<file path="src/design/sss_regs.vh">
// Register map, field positions and reset values of the serial status slice
`ifndef SSS_REGS_VH
`define SSS_REGS_VH

// Byte offsets of the word registers on the bus
`define SSS_OFF_CMP1      8'h00
`define SSS_OFF_STATUS    8'h04
`define SSS_OFF_IRQ_SET   8'h08
`define SSS_OFF_IRQ_CLR   8'h0C
`define SSS_OFF_MASK_RD   8'h10

// Status bit positions
`define SSS_BIT_TXHF      0
`define SSS_BIT_TXAS      1
`define SSS_BIT_TXDONE    2
`define SSS_BIT_TXBZ      3
`define SSS_BIT_RXHF      4
`define SSS_BIT_OVR       5
`define SSS_BIT_RXDONE    6
`define SSS_BIT_RXBZ      7
`define SSS_BIT_CMP0      8
`define SSS_BIT_CMP1      9
`define SSS_BIT_TX_FSYNC  10
`define SSS_BIT_RX_FSYNC  11
`define SSS_BIT_TX_ON     16
`define SSS_BIT_RX_ON     17

// Field widths
`define SSS_NSRC          12
`define SSS_CMP_W         16

// Reset values
`define SSS_MASK_RST      12'h000
`define SSS_CMP1_RST      16'h0000
`define SSS_FLAG_RST      1'h0
`define SSS_WORD_ZERO     32'h00000000
`define SSS_EVT_RST       4'h0
`define SSS_ADDR_RST      8'h00

// AHB transfer type upper bit (NONSEQ or SEQ)
`define SSS_HTRANS_ACT    1

`endif

</file>
<file path="src/design/sss_top.v">
// Status, compare-one and interrupt mask slice of a synchronous serial controller
// Contract
// RL1: Bit 0 shows transmit holding register free
// RL2: Bit 1 set when all data sent
// RL3: Bit 2 sticky on tx count zero
// RL4: Bit 3 high while both tx counts zero
// RL5: Bit 4 high while receive holding full
// RL6: Bit 5 overrun, cleared by status read
// RL7: Bit 6 sticky on rx count zero
// RL8: Bit 7 high while both rx counts zero
// RL9: Bit 8 compare zero, cleared by read
// RL10: Bit 9 compare one, cleared by read
// RL11: Bit 10 tx sync, cleared by read
// RL12: Bit 11 rx sync, cleared by read
// RL13: Bit 16 shows transmitter enabled
// RL14: Bit 17 shows receiver enabled
// RL15: Enable register ones set mask bits
// RL16: Disable register ones clear mask bits
// RL17: Compare one value bits 15:0 read-write
// RL18: Mask readable, one bit per source
// RL19: Interrupt high on any enabled flag
// RL20: Reset clears mask and event flags
//
// The placing of the registers and the AHB-Lite slave port were left to the implementer.
`timescale 1ns/1ps
`default_nettype none
`include "sss_regs.vh"

// Bus timing in short:
// - Address phase taken on a rising edge with hsel, hready and htrans[1]
// - Read data registered there, stands for the whole data phase
// - Write data taken one edge later, in the data phase
// - hreadyout always high, no wait state ever inserted
// - hresp always low, every access ends OKAY
// - hsize not decoded, only whole-word accesses expected
// Flag timing in short:
// - Event strobes sampled on the edge where they stand
// - A sticky flag shows in a read whose address phase follows that edge
// - Read-to-clear flags drop on the address edge of a status read
// - A strobe in that same cycle keeps its flag, set beats clear
// - Interrupt registered, one cycle behind its cause

module sss_top
(
    // Clock and reset
    input  wire        clk,
    input  wire        rst_n,

    // AHB-Lite slave port
    input  wire        hsel,
    input  wire [31:0] haddr,
    input  wire [1:0]  htrans,
    input  wire        hwrite,
    input  wire [2:0]  hsize,
    input  wire [31:0] hwdata,
    input  wire        hready,
    output reg  [31:0] hrdata,
    output reg         hreadyout,
    output reg         hresp,

    // Transmit path state
    input  wire        tx_holding_free,
    input  wire        tx_all_sent,
    input  wire        tx_enabled_state,

    // Transmit DMA counters
    input  wire        tx_cnt_hit_zero,
    input  wire        tx_cnt_is_zero,
    input  wire        tx_next_cnt_is_zero,
    input  wire        tx_cnt_written,

    // Receive path state
    input  wire        rx_holding_full,
    input  wire        rx_word_load,
    input  wire        rx_enabled_state,

    // Receive DMA counters
    input  wire        rx_cnt_hit_zero,
    input  wire        rx_cnt_is_zero,
    input  wire        rx_next_cnt_is_zero,
    input  wire        rx_cnt_written,

    // Compare and frame-sync events
    input  wire        compare_zero_hit,
    input  wire        compare_one,
    input  wire        tx_frame_sync_seen,
    input  wire        rx_frame_sync_seen,

    // Compare value and interrupt outputs
    output reg  [15:0] cmp1_value,
    output reg         irq
);

    // Offset match on the low address byte, used by read and write decode
    function addr_hit;
        input [7:0] a;
        input [7:0] off;
        begin
            addr_hit = (a[7:2] == off[7:2]);
        end
    endfunction

    // Address phase qualifiers
    wire        xfer_act;      // Valid transfer selected this cycle
    wire        rd_take;       // Read address phase accepted
    wire        wr_take;       // Write address phase accepted
    wire [7:0]  a_lo;          // Low byte of the address

    // Captured write address phase
    reg         wr_pend_q;     // A write data phase follows
    reg         wr_pend_d;
    reg  [7:0]  wr_addr_q;     // Address of that write
    reg  [7:0]  wr_addr_d;

    // Register state
    reg  [11:0] mask_q;        // Interrupt mask
    reg  [11:0] mask_d;
    reg  [15:0] cmp1_d;        // Next compare one value

    // Sticky event flags
    reg         tx_done_q;     // Tx count reached zero
    reg         tx_done_d;
    reg         rx_done_q;     // Rx count reached zero
    reg         rx_done_d;
    reg         ovr_q;         // Receive overrun
    reg         ovr_d;
    reg  [3:0]  evt_q;         // Compare and sync events
    wire [3:0]  evt_d;
    wire [3:0]  evt_set;       // Event strobes in bit order

    // Combined status views
    wire        sr_read;       // Status register being read
    wire        wr_set_en;     // Data phase of enable write
    wire        wr_set_dis;    // Data phase of disable write
    wire        wr_cmp1;       // Data phase of compare write
    reg  [31:0] status;        // Live status word
    reg  [31:0] rdata_d;       // Next read data
    reg         irq_d;         // Next interrupt level
    reg  [11:0] status_next;   // Flags as they stand after this edge

    // Address phase decode
    assign xfer_act = hsel & hready & htrans[`SSS_HTRANS_ACT];
    assign rd_take  = xfer_act & ~hwrite;
    assign wr_take  = xfer_act & hwrite;
    assign a_lo     = haddr[7:0];
    assign sr_read  = rd_take & addr_hit(a_lo, `SSS_OFF_STATUS);

    // Data phase write strobes
    assign wr_set_en  = wr_pend_q & addr_hit(wr_addr_q, `SSS_OFF_IRQ_SET);
    assign wr_set_dis = wr_pend_q & addr_hit(wr_addr_q, `SSS_OFF_IRQ_CLR);
    assign wr_cmp1    = wr_pend_q & addr_hit(wr_addr_q, `SSS_OFF_CMP1);

    // Write phase tracking
    always @*
    begin
        wr_pend_d = wr_pend_q;
        wr_addr_d = wr_addr_q;
        // A new address phase replaces the old once hready is high
        if (hready)
        begin
            wr_pend_d = wr_take;
            wr_addr_d = a_lo;
        end
    end

    // Mask and compare register updates
    always @*
    begin
        mask_d = mask_q;
        cmp1_d = cmp1_value;
        // Ones in the enable word set mask bits
        if (wr_set_en)
        begin
            mask_d = mask_q | hwdata[11:0];                 // [RL15]
        end
        // Ones in the disable word clear mask bits
        if (wr_set_dis)
        begin
            mask_d = mask_q & ~hwdata[11:0];                // [RL16]
        end
        // Only the low half word is stored
        if (wr_cmp1)
        begin
            cmp1_d = hwdata[15:0];                          // [RL17]
        end
    end

    // DMA count-done and overrun flags, set beats clear
    // Clears come first so that a set in the same cycle overrides them
    always @*
    begin
        tx_done_d = tx_done_q;
        rx_done_d = rx_done_q;
        ovr_d     = ovr_q;
        // Software wrote a transmit counter, done flag drops
        if (tx_cnt_written)
        begin
            tx_done_d = 1'h0;                               // [RL3]
        end
        // Transmit counter reached zero, done flag rises
        if (tx_cnt_hit_zero)
        begin
            tx_done_d = 1'h1;                               // [RL3]
        end
        // Software wrote a receive counter, done flag drops
        if (rx_cnt_written)
        begin
            rx_done_d = 1'h0;                               // [RL7]
        end
        // Receive counter reached zero, done flag rises
        if (rx_cnt_hit_zero)
        begin
            rx_done_d = 1'h1;                               // [RL7]
        end
        // Status read clears the overrun flag
        if (sr_read)
        begin
            ovr_d = 1'h0;                                   // [RL6]
        end
        // Word loaded while the previous one is unread
        if (rx_word_load & rx_holding_full)
        begin
            ovr_d = 1'h1;                                   // [RL6]
        end
    end

    // Compare and frame-sync event strobes
    assign evt_set[0] = compare_zero_hit;                   // [RL9]
    assign evt_set[1] = compare_one;                        // [RL10]
    assign evt_set[2] = tx_frame_sync_seen;                 // [RL11]
    assign evt_set[3] = rx_frame_sync_seen;                 // [RL12]

    // Read-to-clear event flags, a strobe in the read cycle survives
    genvar gi;
    generate
        for (gi = 0; gi < 4; gi = gi + 1)
        begin : g_evt
            assign evt_d[gi] = evt_set[gi] | (evt_q[gi] & ~sr_read);
        end
    endgenerate

    // Live status word assembly
    always @*
    begin
        status = `SSS_WORD_ZERO;
        // Transmit levels and the sticky count-done flag
        status[`SSS_BIT_TXHF]   = tx_holding_free;          // [RL1]
        status[`SSS_BIT_TXAS]   = tx_all_sent;              // [RL2]
        status[`SSS_BIT_TXDONE] = tx_done_q;
        status[`SSS_BIT_TXBZ]   = tx_cnt_is_zero & tx_next_cnt_is_zero; // [RL4]
        // Receive levels and the sticky overrun and count-done flags
        status[`SSS_BIT_RXHF]   = rx_holding_full;          // [RL5]
        status[`SSS_BIT_OVR]    = ovr_q;
        status[`SSS_BIT_RXDONE] = rx_done_q;
        status[`SSS_BIT_RXBZ]   = rx_cnt_is_zero & rx_next_cnt_is_zero; // [RL8]
        // Sticky events
        status[`SSS_BIT_CMP0]   = evt_q[0];
        status[`SSS_BIT_CMP1]   = evt_q[1];
        status[`SSS_BIT_TX_FSYNC] = evt_q[2];
        status[`SSS_BIT_RX_FSYNC] = evt_q[3];
        // Enable states
        status[`SSS_BIT_TX_ON]  = tx_enabled_state;         // [RL13]
        status[`SSS_BIT_RX_ON]  = rx_enabled_state;         // [RL14]
    end

    // Read data for the following data phase
    always @*
    begin
        rdata_d = `SSS_WORD_ZERO;
        // Unmapped offsets and writes return zero
        if (rd_take)
        begin
            if (addr_hit(a_lo, `SSS_OFF_CMP1))
            begin
                rdata_d[15:0] = cmp1_value;                 // [RL17]
            end
            else if (addr_hit(a_lo, `SSS_OFF_STATUS))
            begin
                rdata_d = status;
            end
            else if (addr_hit(a_lo, `SSS_OFF_MASK_RD))
            begin
                rdata_d[11:0] = mask_q;                     // [RL18]
            end
            else
            begin
                rdata_d = `SSS_WORD_ZERO;
            end
        end
    end

    // Interrupt level from flags as they will stand
    always @*
    begin
        status_next = status[11:0];
        // Sticky bits take their next values
        status_next[`SSS_BIT_TXDONE] = tx_done_d;
        status_next[`SSS_BIT_OVR]    = ovr_d;
        status_next[`SSS_BIT_RXDONE] = rx_done_d;
        status_next[11:8]            = evt_d;
        irq_d = |(status_next & mask_d);                    // [RL19]
    end

    // Bus response registers, zero wait states and always OKAY
    always @(posedge clk)
    begin
        if (!rst_n)
        begin
            // Idle bus: no data, ready, OKAY
            hrdata    <= `SSS_WORD_ZERO;
            hreadyout <= 1'h1;
            hresp     <= 1'h0;
        end
        else
        begin
            // Read data for the data phase that follows
            hrdata    <= rdata_d;
            hreadyout <= 1'h1;
            hresp     <= 1'h0;
        end
    end

    // Write phase tracking registers
    always @(posedge clk)
    begin
        if (!rst_n)
        begin
            // No write pending out of reset
            wr_pend_q <= 1'h0;
            wr_addr_q <= `SSS_ADDR_RST;
        end
        else
        begin
            // Follow the latest accepted address phase
            wr_pend_q <= wr_pend_d;
            wr_addr_q <= wr_addr_d;
        end
    end

    // Software-written registers: mask and compare value
    always @(posedge clk)
    begin
        if (!rst_n)
        begin
            // All sources disabled, compare value cleared
            mask_q     <= `SSS_MASK_RST;                    // [RL20]
            cmp1_value <= `SSS_CMP1_RST;
        end
        else
        begin
            // Bus writes land in the data phase
            mask_q     <= mask_d;
            cmp1_value <= cmp1_d;
        end
    end

    // Sticky flags and the interrupt line
    always @(posedge clk)
    begin
        if (!rst_n)
        begin
            // Every event flag cleared, interrupt low
            tx_done_q <= `SSS_FLAG_RST;                     // [RL20]
            rx_done_q <= `SSS_FLAG_RST;
            ovr_q     <= `SSS_FLAG_RST;
            evt_q     <= `SSS_EVT_RST;
            irq       <= 1'h0;
        end
        else
        begin
            // Next values from the flag logic
            tx_done_q <= tx_done_d;
            rx_done_q <= rx_done_d;
            ovr_q     <= ovr_d;
            evt_q     <= evt_d;
            irq       <= irq_d;
        end
    end

endmodule // sss_top
`default_nettype wire

</file>
<file path="config.mk">
export PLATFORM = sky130hd
export DESIGN_NAME = sss_top
export DESIGN_NICKNAME = d
export VERILOG_FILES = /design/src/design/sss_top.v
export VERILOG_INCLUDE_DIRS = /design/src /design/src/design
export SDC_FILE = /design/constraint.sdc
export NUM_CORES = 1
export LEC_CHECK = 0
export ABC_AREA = 1
export BUFFER_PORTS_ARGS = -buffer_cell sky130_fd_sc_hd__buf_2
export CAP_MARGIN = 20
export CORE_MARGIN = 1
export CORE_UTILIZATION = 25
export DETAILED_ROUTE_END_ITERATION = 12
export PLACE_DENSITY = 0.55
export SYNTH_ARGS = -nofsm -noshare
export SYNTH_HDL_FRONTEND = slang
export SYNTH_SLANG_ARGS = --single-unit
</file>
<file path="constraint.sdc">
create_clock -name clk -period 1.8 [get_ports clk]
set_clock_uncertainty 0.1 [all_clocks]
set_input_delay 0.09 -clock clk [delete_from_list [all_inputs] [get_ports clk]]
set_output_delay 0.09 -clock clk [all_outputs]
set_load 0.1 [all_outputs]
</file>
==> results.py <==
metrics = {
    "clock_tree": {
        "tritoncts": "yes",
        "cts_inserted_buffers": 9,
        "clk_latency_ns": 0.35,
        "cts_root_buf": "clkbuf_8",
        "cts_htree_levels": 3,
        "clk_pin_slew_ns": 0.07,
        "clock_sinks": 61,
        "cts_setup_buffers": 0,
        "clk_path_buf_depth": 2,
    },
    "floorplanning": {
        "io_pins": 143,
        "coreArea_mm2": 0.0104,
        "die_area_mm2": 0.0111,
        "die_h_um": 106,
        "start_util_pct": 25.8,
        "row_count": 37,
        "die_x_um": 106,
    },
    "power": {
        "sw_frac_of_total_pct": 28.9,
        "powerDensity_mw_per_mm2": 776,
        "p_int_mw": 2.12,
        "peakVddDrop_v": 0.000304,
        "pwr-share-comb_pct": 14.5,
        "clock_power_share_pct": 38.8,
        "power_switching_uw": 859,
        "p_seq_share_pct": 46.7,
        "leakage_nw": 1.87,
    },
    "cells_and_area": {
        "area_delta_synth_final_pct": 43.1,
        "fin_util_pct": 37.0,
        "fin_nets": 604,
        "fillers": 1153,
        "drive_gt1_share_pct": 23.2,
        "antenna_cells": 0,
    },
    "global_route": {
        "overflow": 0,
        "grtUsageTotal_pct": 14.6,
        "grt_pass1_wl_um": 12300,
        "grt_antenna_before_repair": 0,
        "grt_start_max_net_pins": 21,
        "grt_pass1_vias": 2563,
    },
    "route": {
        "via_count": 2744,
        "dr.pass1.iters": 4,
        "drc": 0,
        "routed_wl_um": 7660,
        "wl_per_cell_um": 11.7,
        "drtAntennaViolNets": 0,
        "via_per_inst": 4.20,
        "drt-initial-drc-count": 87,
    },
    "synthesis": {
        "synth-seq-cells": 61,
        "netlist_area_mm2": 0.00268,
        "yosysUniqueCellTypes": 25,
        "netlist_instances": 383,
        "yosys_warnings": 0,
        "yosysTopAreaCell": "dfxtp_1",
        "synth_seq_area_share_pct": 45.6,
        "synth.top_cell.area_share_pct": 45.6,
        "ys_top_cells_by_area": "dfxtp_1 (46%), nand2_1 (9.1%), nor2_1 (8.7%)",
        "syn_area_per_cell_um2": 7.00,
    },
    "setup_path": {
        "crit_path_end_kind": "flip-flop",
        "arrival_ns": 1.82,
        "critical_path.startpoint_type": "input pin",
        "worst_ep_required_time_ns": 1.98,
        "cp_max_fo": 7,
        "crit_type": "input pin to flip-flop",
    },
    "sta": {
        "finalSetupViolations": 0,
        "fmax_mhz": 610,
        "drv_slew": 0,
        "fin_setup_tns_ns": 0,
        "fin_crit_sh_pct": 91.1,
        "hold_viol": 1,
        "worst_slack_ns": 0.161,
        "whs_ns": -0.00857,
        "post-route-min-period_ns": 1.64,
    },
    "place": {
        "place_hpwl_um": 5630,
        "port_buffers": 80,
        "dp_slack_ns": 0.170,
        "globalplace.congestion": 0.787,
    },
    "outcome": {
        "violations": "hold timing",
        "status": "finished, violations left",
    },
    "run": {
        "max-cap-violations": 0,
    },
    "hold_path": {
        "hold_class": "input pin to flip-flop",
    },
}
## power by group through the flow
stage                     Clock, mW  Sequential, mW  Combinational (mW)
after global placement            0            1.42               0.359
after floorplan                   0            1.45               0.259
after CTS                      1.17            1.39               0.427
after detailed placement          0            1.42               0.363
after global routing           1.25            1.39               0.463
final                          1.15            1.39               0.432
## area by class of cell
type	count	area (µm²)	area share (%)
well taps	136	170	4.44
multi-input cells	246	1140	29.7
repair buffers	132	886	23.1
clock inverters	3	18.8	0.489
clock buffers	13	169	4.40
inverters	62	233	6.07
flip-flops and latches	61	1220	31.8
## state kept, by name, summed over array words and instances (netlist names)
name and flops:
hrdata 18, irq 1, ovr_q 1, mask_q 12, cmp1_value 16, wr_addr_q 6, rx_done_q 1, tx_done_q 1
evt_q 4, wr_pend_q 1
## cells in the mapped netlist (all sizes together)
master  instances
nand3          13
o22ai           6
nor4            1
nand4           2
dfxtp          61
inv            61
o21bai          1
a32o            1
nand3b          4
buf            18
o21ai          36
nand2          67
nor2           64
clkinv          1
conb            2
a21oi          27
nor3            5
clkbuf         10
o211ai          3
## path summary, 6_finish.rpt
path | start | to | slack [ns] | cells past startpoint
worst max-delay path | htrans[1] | hrdata[11]$_SDFF_PN0_ | 0.16 | 9
worst min-delay path | rx_holding_full | ovr_q$_SDFF_PN0_ | -0.009 | 3
worst max register to register | wr_addr_q[3]$_SDFFE_PN0P_ | irq$_SDFF_PN0_ | 0.19 | 10
worst min register to register | cmp1_value[15]$_SDFFE_PN0P_ | hrdata[15]$_SDFF_PN0_ | 0.35 | 2
## cells in the final DEF, fill, tap and decap left out, types with 2 or more instances in the layout
| cell | synthesis | routed |
|---|---|---|
| nor2_4 | 1 | 3 |
| dlygate4sd3_1 | 0 | 38 |
| clkinv_2 | 0 | 2 |
| clkbuf_8 | 0 | 12 |
| conb_1 | 2 | 16 |
| o22ai_1 | 6 | 6 |
| a21oi_1 | 26 | 26 |
| nor2_2 | 1 | 2 |
| nor3_1 | 5 | 5 |
| dfxtp_1 | 61 | 61 |
| buf_2 | 1 | 80 |
| nand4_1 | 2 | 2 |
| inv_1 | 60 | 60 |
| nand2_1 | 65 | 65 |
| nor2_1 | 62 | 59 |
| nand2_2 | 2 | 2 |
| o21ai_0 | 36 | 36 |
| buf_4 | 17 | 14 |
| o211ai_1 | 3 | 3 |
| nand3b_1 | 4 | 4 |
| nand3_1 | 13 | 12 |
## metal layers
metal	GRT usage (%)	part of all wire (%)
met1	17.4	45
met2	24.7	47
met3	4.14	6.3
met5	0	0
met4	5.75	1.5
## critical path, cell delays in order
cell and delay [ns]:
dlygate4sd3_1 0.51, buf_2 0.11, nand3_1 0.07, nor2_1 0.24, nand2_1 0.18, inv_1 0.24
buf_4 0.20, nand3_1 0.07, nand2_1 0.10
## cell families (layout without fill, tap and decap cells)
family | Yosys count | in the layout | synth area share [%]
AO/OA/AOI/OAI | 74 | 74 | 14.8
buffers and inverters | 90 | 210 | 15.0
flip-flops | 61 | 61 | 45.6
other | 2 | 16 | 0.280
AND/OR/NAND/NOR | 156 | 156 | 24.3
## what timing repair did
action                                 4_1_cts  5_1_grt
hold buffers                                38        0
endpoints found under the hold margin       43        0
setup endpoints to repair                    0        3
gates resized for setup                      0        7
## stage by stage
| stage | instance area (µm²) | power (mW) | cells |
|---|---|---|---|
| 6_report | 3840 | 2.98 | 653 |
| 5_1_grt | 3840 | 3.10 | 653 |
| 4_1_cts | 3810 | 2.99 | 653 |
| 3_5_place_dp | 3240 | 1.78 | 599 |
| 3_3_place_gp | 3240 | 1.78 | 599 |
| 2_1_floorplan | 2730 | 1.71 | 397 |
No activity file was read; power rests on OpenSTA's default activity.
